File: config.mk
export PLATFORM = sky130hd
export DESIGN_NAME = asr_host
export DESIGN_NICKNAME = d
export VERILOG_FILES = /design/src/asr_pkg.sv /design/src/asr_host.sv /design/src/asr_timer.sv
export SDC_FILE = /design/constraint.sdc
export NUM_CORES = 1
export LEC_CHECK = 0
export ABC_CLOCK_PERIOD_IN_PS = 1750
export BUFFER_PORTS_ARGS = -buffer_cell sky130_fd_sc_hd__buf_2
export CORE_AREA = 2 2 83 69
export DETAILED_ROUTE_END_ITERATION = 12
export DIE_AREA = 0 0 85 71
export PLACE_DENSITY = 0.7
export SYNTH_ARGS = -nofsm -noshare
export SYNTH_HDL_FRONTEND = slang
export SYNTH_SLANG_ARGS = --single-unit
File: constraint.sdc
create_clock -name clk -period 1.75 [get_ports clk]
set_input_delay 0.175 -clock clk [delete_from_list [all_inputs] [get_ports clk]]
set_output_delay 0.175 -clock clk [all_outputs]
set_load 0.01 [all_outputs]
File: src/asr_pkg.sv
/*
  asr_pkg: constants and carrier types for the asynchronous 128k x 8 static
  memory host controller. assumes a 250 mhz clock and the slowest speed grade
  timing unless a faster grade is selected at the top.
*/
package asr_pkg;

  localparam int ASR_AW    = 17;
  localparam int ASR_DW    = 8;
  localparam int ASR_CLK_PS = 4000;

  // speed grade figures in ns: index 0 = 12, 1 = 15, 2 = 20 ns grade
  localparam int ASR_T_RC   [3] = '{12, 15, 20};
  localparam int ASR_T_OE   [3] = '{6, 7, 8};
  localparam int ASR_T_CHZ  [3] = '{6, 7, 8};
  localparam int ASR_T_AW   [3] = '{8, 12, 15};
  localparam int ASR_T_WP   [3] = '{8, 12, 15};
  localparam int ASR_T_DW   [3] = '{6, 8, 9};
  localparam int ASR_T_WHZ  [3] = '{5, 5, 8};
  localparam int ASR_T_OW   [3] = '{3, 3, 4};
  localparam int ASR_T_OH   = 4;

  // least time rounds up, at least one cycle
  function automatic int asr_cyc_min(input int ns);
    int c;
    c = (ns * 1000 + ASR_CLK_PS - 1) / ASR_CLK_PS;
    return (c < 1) ? 1 : c;
  endfunction

  localparam int ASR_CNT_W = 4;

  typedef enum logic [4:0] {
    ASR_IDLE  = 5'h01,
    ASR_RD    = 5'h02,
    ASR_WR    = 5'h04,
    ASR_REC   = 5'h08,
    ASR_DONE  = 5'h10
  } asr_state_e;

  typedef struct packed {
    logic              write;
    logic [ASR_AW-1:0] addr;
    logic [ASR_DW-1:0] wdata;
  } asr_req_s;

  typedef struct packed {
    logic              cs_n;
    logic              oe_n;
    logic              we_n;
    logic [ASR_AW-1:0] addr;
    logic [ASR_DW-1:0] dq_out;
    logic              dq_oe;
  } asr_pins_s;

endpackage

File: src/asr_host.sv
/*
  asr_host: host controller for an asynchronous 128k x 8 static memory. takes
  one read or write request at a time and drives address, strobes and data.
  assumes the memory pins are registered outputs and dq_in is synchronous.
*/
// Operation
// - write enable held high during reads
// - address valid before select falls; the host moves both on one edge
// - address valid before write window ends
// - write data set up before window ends
// - output enable low stretches write pulse
// - output enable high: plain write pulse
// - select held through whole write period
// - host never drives while memory drives
`timescale 1ns/1ns
module asr_host
#(
  parameter int GRADE = 2
)
(
  // clock and reset
  input  wire logic                         clk,
  input  wire logic                         nrst,
  // request side
  input  wire logic                         req_valid,
  output logic                              req_ready,
  input  wire asr_pkg::asr_req_s            req,
  output logic                              rsp_valid,
  output logic [asr_pkg::ASR_DW-1:0]        rsp_rdata,
  // memory pins
  output asr_pkg::asr_pins_s                pins,
  input  wire logic [asr_pkg::ASR_DW-1:0]   dq_in
);

  // larger of two figures in ns
  function automatic int ns_max
  (
    input int a,
    input int b
  );
    return (a > b) ? a : b;
  endfunction

  // read holds until both select and output enable access times pass
  localparam int RD_NS   = ns_max(asr_pkg::ASR_T_RC[GRADE], asr_pkg::ASR_T_OE[GRADE]);
  // output enable stays high in writes, so the plain pulse width suffices
  localparam int WP_NS   = ns_max(ns_max(asr_pkg::ASR_T_WP[GRADE], asr_pkg::ASR_T_AW[GRADE]),
                                  asr_pkg::ASR_T_DW[GRADE]);
  // turnaround covers the deselect float time before anyone drives again
  localparam int REC_NS  = ns_max(asr_pkg::ASR_T_CHZ[GRADE], asr_pkg::ASR_T_OW[GRADE]);
  localparam int RD_CYC  = asr_pkg::asr_cyc_min(RD_NS);
  localparam int WP_CYC  = asr_pkg::asr_cyc_min(WP_NS);
  localparam int REC_CYC = asr_pkg::asr_cyc_min(REC_NS);
  // writes count their entry edge; reads keep a spare cycle for sampling
  localparam logic [asr_pkg::ASR_CNT_W-1:0] RD_LOAD  = 4'(RD_CYC);
  localparam logic [asr_pkg::ASR_CNT_W-1:0] WP_LOAD  = 4'(WP_CYC - 1);
  localparam logic [asr_pkg::ASR_CNT_W-1:0] REC_LOAD = 4'(REC_CYC - 1);

  asr_pkg::asr_state_e           state_reg;
  asr_pkg::asr_state_e           state_next;
  logic [asr_pkg::ASR_DW-1:0]    wdata_reg;
  asr_pkg::asr_pins_s            pins_reg;
  asr_pkg::asr_pins_s            pins_next;
  logic [asr_pkg::ASR_DW-1:0]    rdata_reg;
  logic [asr_pkg::ASR_DW-1:0]    rdata_next;
  logic                          is_wr_reg;

  logic                          tmr_load;
  logic [asr_pkg::ASR_CNT_W-1:0] tmr_count;
  logic                          tmr_done;
  logic                          take;
  logic                          in_idle;
  logic                          in_rd;
  logic                          in_wr;
  logic                          in_rec;
  logic                          in_done;
  logic                          rd_end;
  logic                          wr_end;
  logic                          rec_end;
  asr_pkg::asr_pins_s            start_pins;
  logic [asr_pkg::ASR_CNT_W-1:0] start_load;

  assign in_idle    = (state_reg == asr_pkg::ASR_IDLE);
  assign in_rd      = (state_reg == asr_pkg::ASR_RD);
  assign in_wr      = (state_reg == asr_pkg::ASR_WR);
  assign in_rec     = (state_reg == asr_pkg::ASR_REC);
  assign in_done    = (state_reg == asr_pkg::ASR_DONE);
  assign rd_end     = in_rd && tmr_done;
  assign wr_end     = in_wr && tmr_done;
  assign rec_end    = in_rec && tmr_done;

  assign req_ready  = in_idle;
  assign take       = req_valid && req_ready;
  assign rsp_valid  = in_done;
  assign rsp_rdata  = rdata_reg;
  assign pins       = pins_reg;

  // a new cycle drops select with address, data and strobes on one edge
  assign start_pins = '{cs_n:   1'b0,
                        oe_n:   req.write,
                        we_n:   !req.write,
                        addr:   req.addr,
                        dq_out: req.wdata,
                        dq_oe:  req.write};

  assign start_load = req.write ? WP_LOAD : RD_LOAD;

  // a write echoes its byte one edge after the response pulse
  assign rdata_next = rd_end                 ? dq_in :
                      (in_done && is_wr_reg) ? wdata_reg :
                      rdata_reg;

  asr_timer u_timer
  (
    .clk     (clk),
    .nrst    (nrst),
    .load    (tmr_load),
    .count   (tmr_count),
    .expired (tmr_done)
  );

  always_comb
  begin
    state_next = state_reg;
    pins_next  = pins_reg;
    tmr_load   = 1'b0;
    tmr_count  = 4'h0;
    unique case (state_reg)
      asr_pkg::ASR_IDLE:
      begin
        if (take)
        begin
          pins_next  = start_pins;
          tmr_load   = 1'b1;
          tmr_count  = start_load;
          state_next = req.write ? asr_pkg::ASR_WR : asr_pkg::ASR_RD;
        end
      end
      asr_pkg::ASR_RD:
      begin
        // one spare cycle for the registered sample of dq_in
        if (rd_end)
        begin
          pins_next.cs_n = 1'b1;
          pins_next.oe_n = 1'b1;
          tmr_load   = 1'b1;
          tmr_count  = REC_LOAD;
          state_next = asr_pkg::ASR_REC;
        end
      end
      asr_pkg::ASR_WR:
      begin
        // data held with address one edge past the window end: zero hold
        if (wr_end)
        begin
          pins_next.cs_n = 1'b1;
          pins_next.we_n = 1'b1;
          tmr_load   = 1'b1;
          tmr_count  = REC_LOAD;
          state_next = asr_pkg::ASR_REC;
        end
      end
      asr_pkg::ASR_REC:
      begin
        pins_next.dq_oe = 1'b0;
        if (rec_end)
          state_next = asr_pkg::ASR_DONE;
      end
      asr_pkg::ASR_DONE:
      begin
        state_next = asr_pkg::ASR_IDLE;
      end
    endcase
  end

  // sequencer state and registered pins
  always_ff @(posedge clk)
  begin
    if (!nrst)
    begin
      state_reg <= asr_pkg::ASR_IDLE;
      pins_reg  <= '{cs_n: 1'b1, oe_n: 1'b1, we_n: 1'b1, addr: '0, dq_out: '0, dq_oe: 1'b0};
    end
    else
    begin
      state_reg <= state_next;
      pins_reg  <= pins_next;
    end
  end

  // request copy and answer byte; dq_in is taken only at the end of a read
  always_ff @(posedge clk)
  begin
    if (!nrst)
    begin
      rdata_reg <= 8'h00;
      is_wr_reg <= 1'b0;
      wdata_reg <= 8'h00;
    end
    else
    begin
      rdata_reg <= rdata_next;
      if (take)
      begin
        is_wr_reg <= req.write;
        wdata_reg <= req.wdata;
      end
    end
  end

endmodule

File: src/asr_timer.sv
/*
  asr_timer: down counter that marks when a phase of a memory cycle has lasted
  its minimum length. assumes load and the count come from the sequencer.
*/
`timescale 1ns/1ns
module asr_timer
(
  // clock and reset
  input  wire logic                          clk,
  input  wire logic                          nrst,
  // control
  input  wire logic                          load,
  input  wire logic [asr_pkg::ASR_CNT_W-1:0] count,
  // status
  output logic                               expired
);

  logic [asr_pkg::ASR_CNT_W-1:0] cnt_reg;
  logic [asr_pkg::ASR_CNT_W-1:0] cnt_next;

  assign cnt_next = load ? count : (cnt_reg != '0) ? cnt_reg - 4'h1 : cnt_reg;
  // no load term: the sequencer reloads on expiry, which would close a loop
  assign expired  = (cnt_reg == '0);

  always_ff @(posedge clk)
  begin
    if (!nrst)
      cnt_reg <= 4'h0;
    else
      cnt_reg <= cnt_next;
  end

endmodule

== Yosys cells after proc, flatten, opt, wreduce, memory -nomap -nowiden ==
Index checks and enable logic that the tools add are counted.
Word-level totals
  register bits: 55
  logic and storage cells: 67
  input bits: 37
  output and inout bits: 39
Cells by class
  add/subtract/negate cells: 1
  mux-type cells: 26
  eq/ne operators: 9
  reductions and logical operators: 20
Operator list (count)
  $mux 29: 1
  $pmux 5 s5: 1
  $mux 5: 4
  $mux 8: 2
  $pmux 4 s3: 1
  $reduce_bool 2->1: 5
  $mux 3: 3
  $mux 4: 2
  $ne 2x1->1 const B: 4
  $reduce_and 4->1: 2
  $mux 1: 6
  $pmux 1 s2: 3
  $pmux 1 s3: 2
  $reduce_and 3->1: 2
  $eq 5x1->1 const B: 1
  $eq 5x2->1 const B: 1
  $eq 5x3->1 const B: 1
  $eq 5x4->1 const B: 1
  $eq 5x5->1 const B: 1
  $logic_and 1x1->1: 5
  $logic_not 4->1: 1
  $reduce_and 2->1: 2
  $reduce_bool 4->1: 1
  $sub 4x1->4 const B: 1
  3 further kinds: 3

== Longest topological paths before layout ==
  depth in word-level cells: 5
  depth in mapped cells: 7
  depth with buffers taken out: 6

== By module ==
From an unflattened synthesis, not the netlist that was laid out.
Unflattened totals
  cells, all modules: 272
  area total of the unflattened synthesis: 2250.9 um^2
By module, submodules not included
  asr_host: times used 1, seq. area each 1021.0 um^2, area an instance 2029.4 um^2, cells an instance 244
  asr_timer: times used 1, seq. area each 80.1 um^2, area an instance 221.5 um^2, cells an instance 28

== Least setup slack after synthesis ==
Ideal clock, no wire load.
  path type: register -> register
  start point: register u_timer.cnt_reg[0] in the netlist's numbering
  end point: register rdata_reg (netlist bit rsp_rdata[7])
  arrival time: 1445 ps
  path slack: 179 ps
  data required time: 1624 ps
  stages on the path, launching flop included: 8
  path buffers: 1
  period minus slack after synthesis: 1571 ps
  path through: dfxtp_1 inv_1 ha_1 nor3b_2 nand3_1 buf_2 o21ai_1 a31oi_1
On the way
  word-level cells in the longest chain between the ends: 3
  elaborated cells between the ends (all ways): 4
  classes of those cells: 1 x mux; 3 x reduce/logical
Ends and longest elaborated chain
  from (decl): RTL line asr_timer.sv:18  | logic [asr_pkg::ASR_CNT_W-1:0] cnt_reg;
  from (signal assigned): RTL line asr_timer.sv:30  | cnt_reg <= cnt_next;
  $logic_not 4->1 (*): RTL line asr_timer.sv:23  | assign expired = (cnt_reg == '0);
  $logic_and 1x1->1 (*): RTL line asr_host.sv:88  | assign rd_end = in_rd && tmr_done;
  $mux 8 or $reduce_bool 2->1 (tied branches)
  to (signal assigned): RTL line asr_host.sv:202  | rdata_reg <= rdata_next;
  to (decl): RTL line asr_host.sv:64  | logic [asr_pkg::ASR_DW-1:0] rdata_reg;
Mark *: on every way between the ends. The rest lies on a longest branch, timed or not.
A chain may end at the register's enable or synchronous reset.

== Final worst setup path ==
  start point: register u_timer.cnt_reg[0] in the netlist's numbering
  end point: register u_timer.cnt_reg[1] in the netlist's numbering
On the way
  word-level cells in the longest chain between the ends: 5
  elaborated cells between the ends (all ways): 11
  classes of those cells: 1 x add/sub; 5 x mux; 5 x reduce/logical
Ends and longest elaborated chain
  $logic_not 4->1: RTL line asr_timer.sv:23
  $logic_and 1x1->1 (on tied branches): RTL line asr_host.sv:89, asr_host.sv:88
  $mux 1 (on tied branches): RTL line asr_host.sv:154, asr_host.sv:142
  $pmux 1 s3: RTL line asr_host.sv:128  | unique case (state_reg)
  $mux 4 or $reduce_bool 2->1 (tied branches)
Parallel ways exist; a longest one is shown, timed or not. The select of a mux whose other input is x is not followed.

==> out/results.txt <==
Reg2reg start: u_timer.cnt_reg[0]
CP required: 1.94 ns
Inserted Clock Buffers: 5
Synth top area cells: dfxtp_1, nand2_1, a21boi_1
Level count of the clock H-tree: 2
Net count of the mapped netlist: 300
Peak VDD IR: 469 uV
# DRC: 0
M1 WL: 2530 um
Dpl ws: 0.173 ns
Power Total: 3140 uW
Fill count: 517
Slowest stage cell, crit path: or3b_1
Antenna fix cells: 0
Max stage delay on crit path: 0.42 ns
Drt total wl: 5000 um
RR Endpoint: u_timer.cnt_reg[1]
Avg Cell Area, Syn: 8.57 sq um
Cts hold-fix bufs: 0
Total GRT Usage: 0.165
Initial Utilization: 0.426
Fmax: 623 MHz
CTS root buf: clkbuf_8
Final setup fails: 0
Share of post-route cells with drive strength above 1: 0.298
Core Region: 5260 sq um
Status: finished clean
Initial DRC count: 78
Max reg flops: 29
Layout area overhead: 25.9%
Met2 routed WL: 2100 um
Seq/Total Area, Yosys: 0.492
P_leak: 0.00125 uW
Syn Inst Count: 261
PnR worst setup slack: 0.145 ns
Total grt overflow: 0
Crit path launch type: flip-flop
Worst-Margin Slew: 0.471 ns
Worst clock skew: 0.00838 ns
Power density over cell area: 1120 nW/um^2
CTS max path bufs: 2
Ports: 76
Hold path depth: 3
Leading area contributor after synthesis: dfxtp_1
Max Cap Viol: 0
FF-to-FF path depth: 6
Hold path startpoint: req[19]
Worst Hold Class: in2reg
Worst Setup Path Type: reg2reg
First-pass GRT wire length: 8240 um
RSZ-0062 raised after global routing: no
HPWL Detailed: 3650 um
Flop2flop setup slack: 0.14 ns
First drt pass iteration count: 4
Reg clk slew, reported paths: 0.11 ns
Post-Syn Area: 2240 sq um
Placed Instances: 396
Tmin final: 1.61 ns
Top routing layer used: met4
Crit-path max FO: 4
PortBufs: 75
Fin nets: 377
# Post-CTS Setup Buffers: 0
Largest net degree at the start of global routing: 29
Number of vias per cell: 4.94
Non-filler cells, final: 404
Flops & latches, synth: 55
Vias: 1,996
Antenna violations before repair: 0
Setup TNS Final: 0 ns
CP top delay family: simple AND/OR/NAND/NOR gates
Cell chain of the critical path: inv_1 > ha_1 > or3b_1 > nor3_1 > nand2b_1 > a21oi_1
WL per Instance: 12.4 um
CP endpoint kind: flip-flop
Yosys top cell area share: 0.492
Slew Viols, Final: 0
Slew HR: 0.682
Vias in the first global route: 1,851
Full die area: 6040 sq um
Tcrit/Tclk final: 0.917
Clock Latency Late Sink: 0.30 ns
Detail Route Antenna Nets: 0
Synth warn: 0
CTS tree: yes
Yosys cell types: 42
Die H: 71 um
Final Hold Vio Count: 0
TritonCTS sink count: 55
Min-Delay Endpoint: pins[20]
Resized cells post-CTS: 0
Critical path arrival: 1.80 ns
Buf/Inv on CP: 1
Metal3 WL: 339 um
Row count: 24
RePlAce Congestion: 0.871
Chip width: 85 um
-- routing by layer --
metal,vias to the layer above,global-route usage
li1,1042,-
met1,895,0.232
met2,55,0.251
met3,4,0.0572
met4,0,0.0282
met5,-,0
-- Yosys cell counts, drive strengths merged --
master  number
a21boi      36
nor4         2
mux2i        1
nand2b       1
nor2b        3
nand3        3
a21o         2
a21oi        2
clkbuf      10
nand4b       1
or3          2
o21ai       10
o311ai       1
nor3         4
ha           2
o211ai       3
or2          1
o32a         1
inv          5
xnor2        2
a31oi        8
o31ai        1
dfxtp       55
a211o        1
nand2       84
a32oi        1
nor3b        2
and3         3
or3b         1
and4         1
nand4        1
o21a         2
nor2         3
buf          6
-- worst max-delay path by stage --
| stage | from | end | depth (start not counted) |
|---|---|---|---|
| 2_1_floorplan | u_timer.cnt_reg[0] | rsp_rdata[7] | 7 |
| 3_3_place_gp | u_timer.cnt_reg[0] | u_timer.cnt_reg[1] | 6 |
| 3_5_place_dp | state_reg[0] | pins[5] | 5 |
| 4_1_cts | u_timer.cnt_reg[0] | u_timer.cnt_reg[1] | 6 |
| 5_1_grt | u_timer.cnt_reg[0] | u_timer.cnt_reg[1] | 6 |
| 6_report | u_timer.cnt_reg[0] | u_timer.cnt_reg[1] | 6 |
-- cells in the final DEF, fill, tap and decap left out, types with 3 or more instances in the layout --
| cell type | count |
|---|---|
| clkbuf_8 | 6 |
| nand3_1 | 3 |
| o21ai_0 | 9 |
| a21boi_1 | 34 |
| dfxtp_1 | 55 |
| nor2b_1 | 3 |
| and3_1 | 3 |
| buf_2 | 75 |
| nor2_1 | 3 |
| inv_1 | 5 |
| nand2_1 | 84 |
| nor3_1 | 3 |
| a31oi_1 | 8 |
| buf_4 | 10 |
| o211ai_1 | 3 |
-- report_power, final --
| part | leakage (uW) | switching [uW] | internal (uW) |
|---|---|---|---|
| Sequential | 0.000449 | 105 | 1400 |
| Combinational | 0.000744 | 468 | 411 |
| Clock | 0.0000533 | 422 | 334 |
| Total | 0.00125 | 995 | 2150 |
-- through the flow --
step / utilization / hold slack (ns) / area, sq um
floorplan: - / 0.304 / 2240
global placement: 0.516 / 0.414 / 2710
detailed placement: 0.516 / 0.422 / 2710
CTS: 0.536 / 0.0847 / 2820
global route: 0.536 / 0.0857 / 2820
finish: 0.536 / 0.0923 / 2820
-- worst min-delay path: stages --
cell      delay, ns
buf_2          0.09
nand2_1        0.04
a21boi_1       0.05
-- kinds of logic (layout without fill, tap and decap cells) --
| family | count (synthesis) | count (layout) | share of synthesized area |
|---|---|---|---|
| flip-flops | 55 | 55 | 0.492 |
| buffers and inverters | 21 | 99 | 0.0419 |
| multiplexers | 1 | 1 | 0.00447 |
| XOR/XNOR | 2 | 2 | 0.00783 |
| AND/OR/NAND/NOR | 112 | 112 | 0.228 |
| adder cells (fa/ha/maj) | 2 | 2 | 0.0112 |
| AO/OA/AOI/OAI | 68 | 68 | 0.215 |
-- layout make-up --
class / count / area [sq um] / share of cell area
multi-input cells: 185 / 1040 / 0.370
well taps: 65 / 81.3 / 0.0289
clock inverters: 2 / 20.0 / 0.00711
inverters: 5 / 18.8 / 0.00666
clock buffers: 6 / 82.6 / 0.0293
repair buffers: 86 / 470 / 0.167
flip-flops and latches: 55 / 1100 / 0.391
Power figures use the tool's default switching activity.
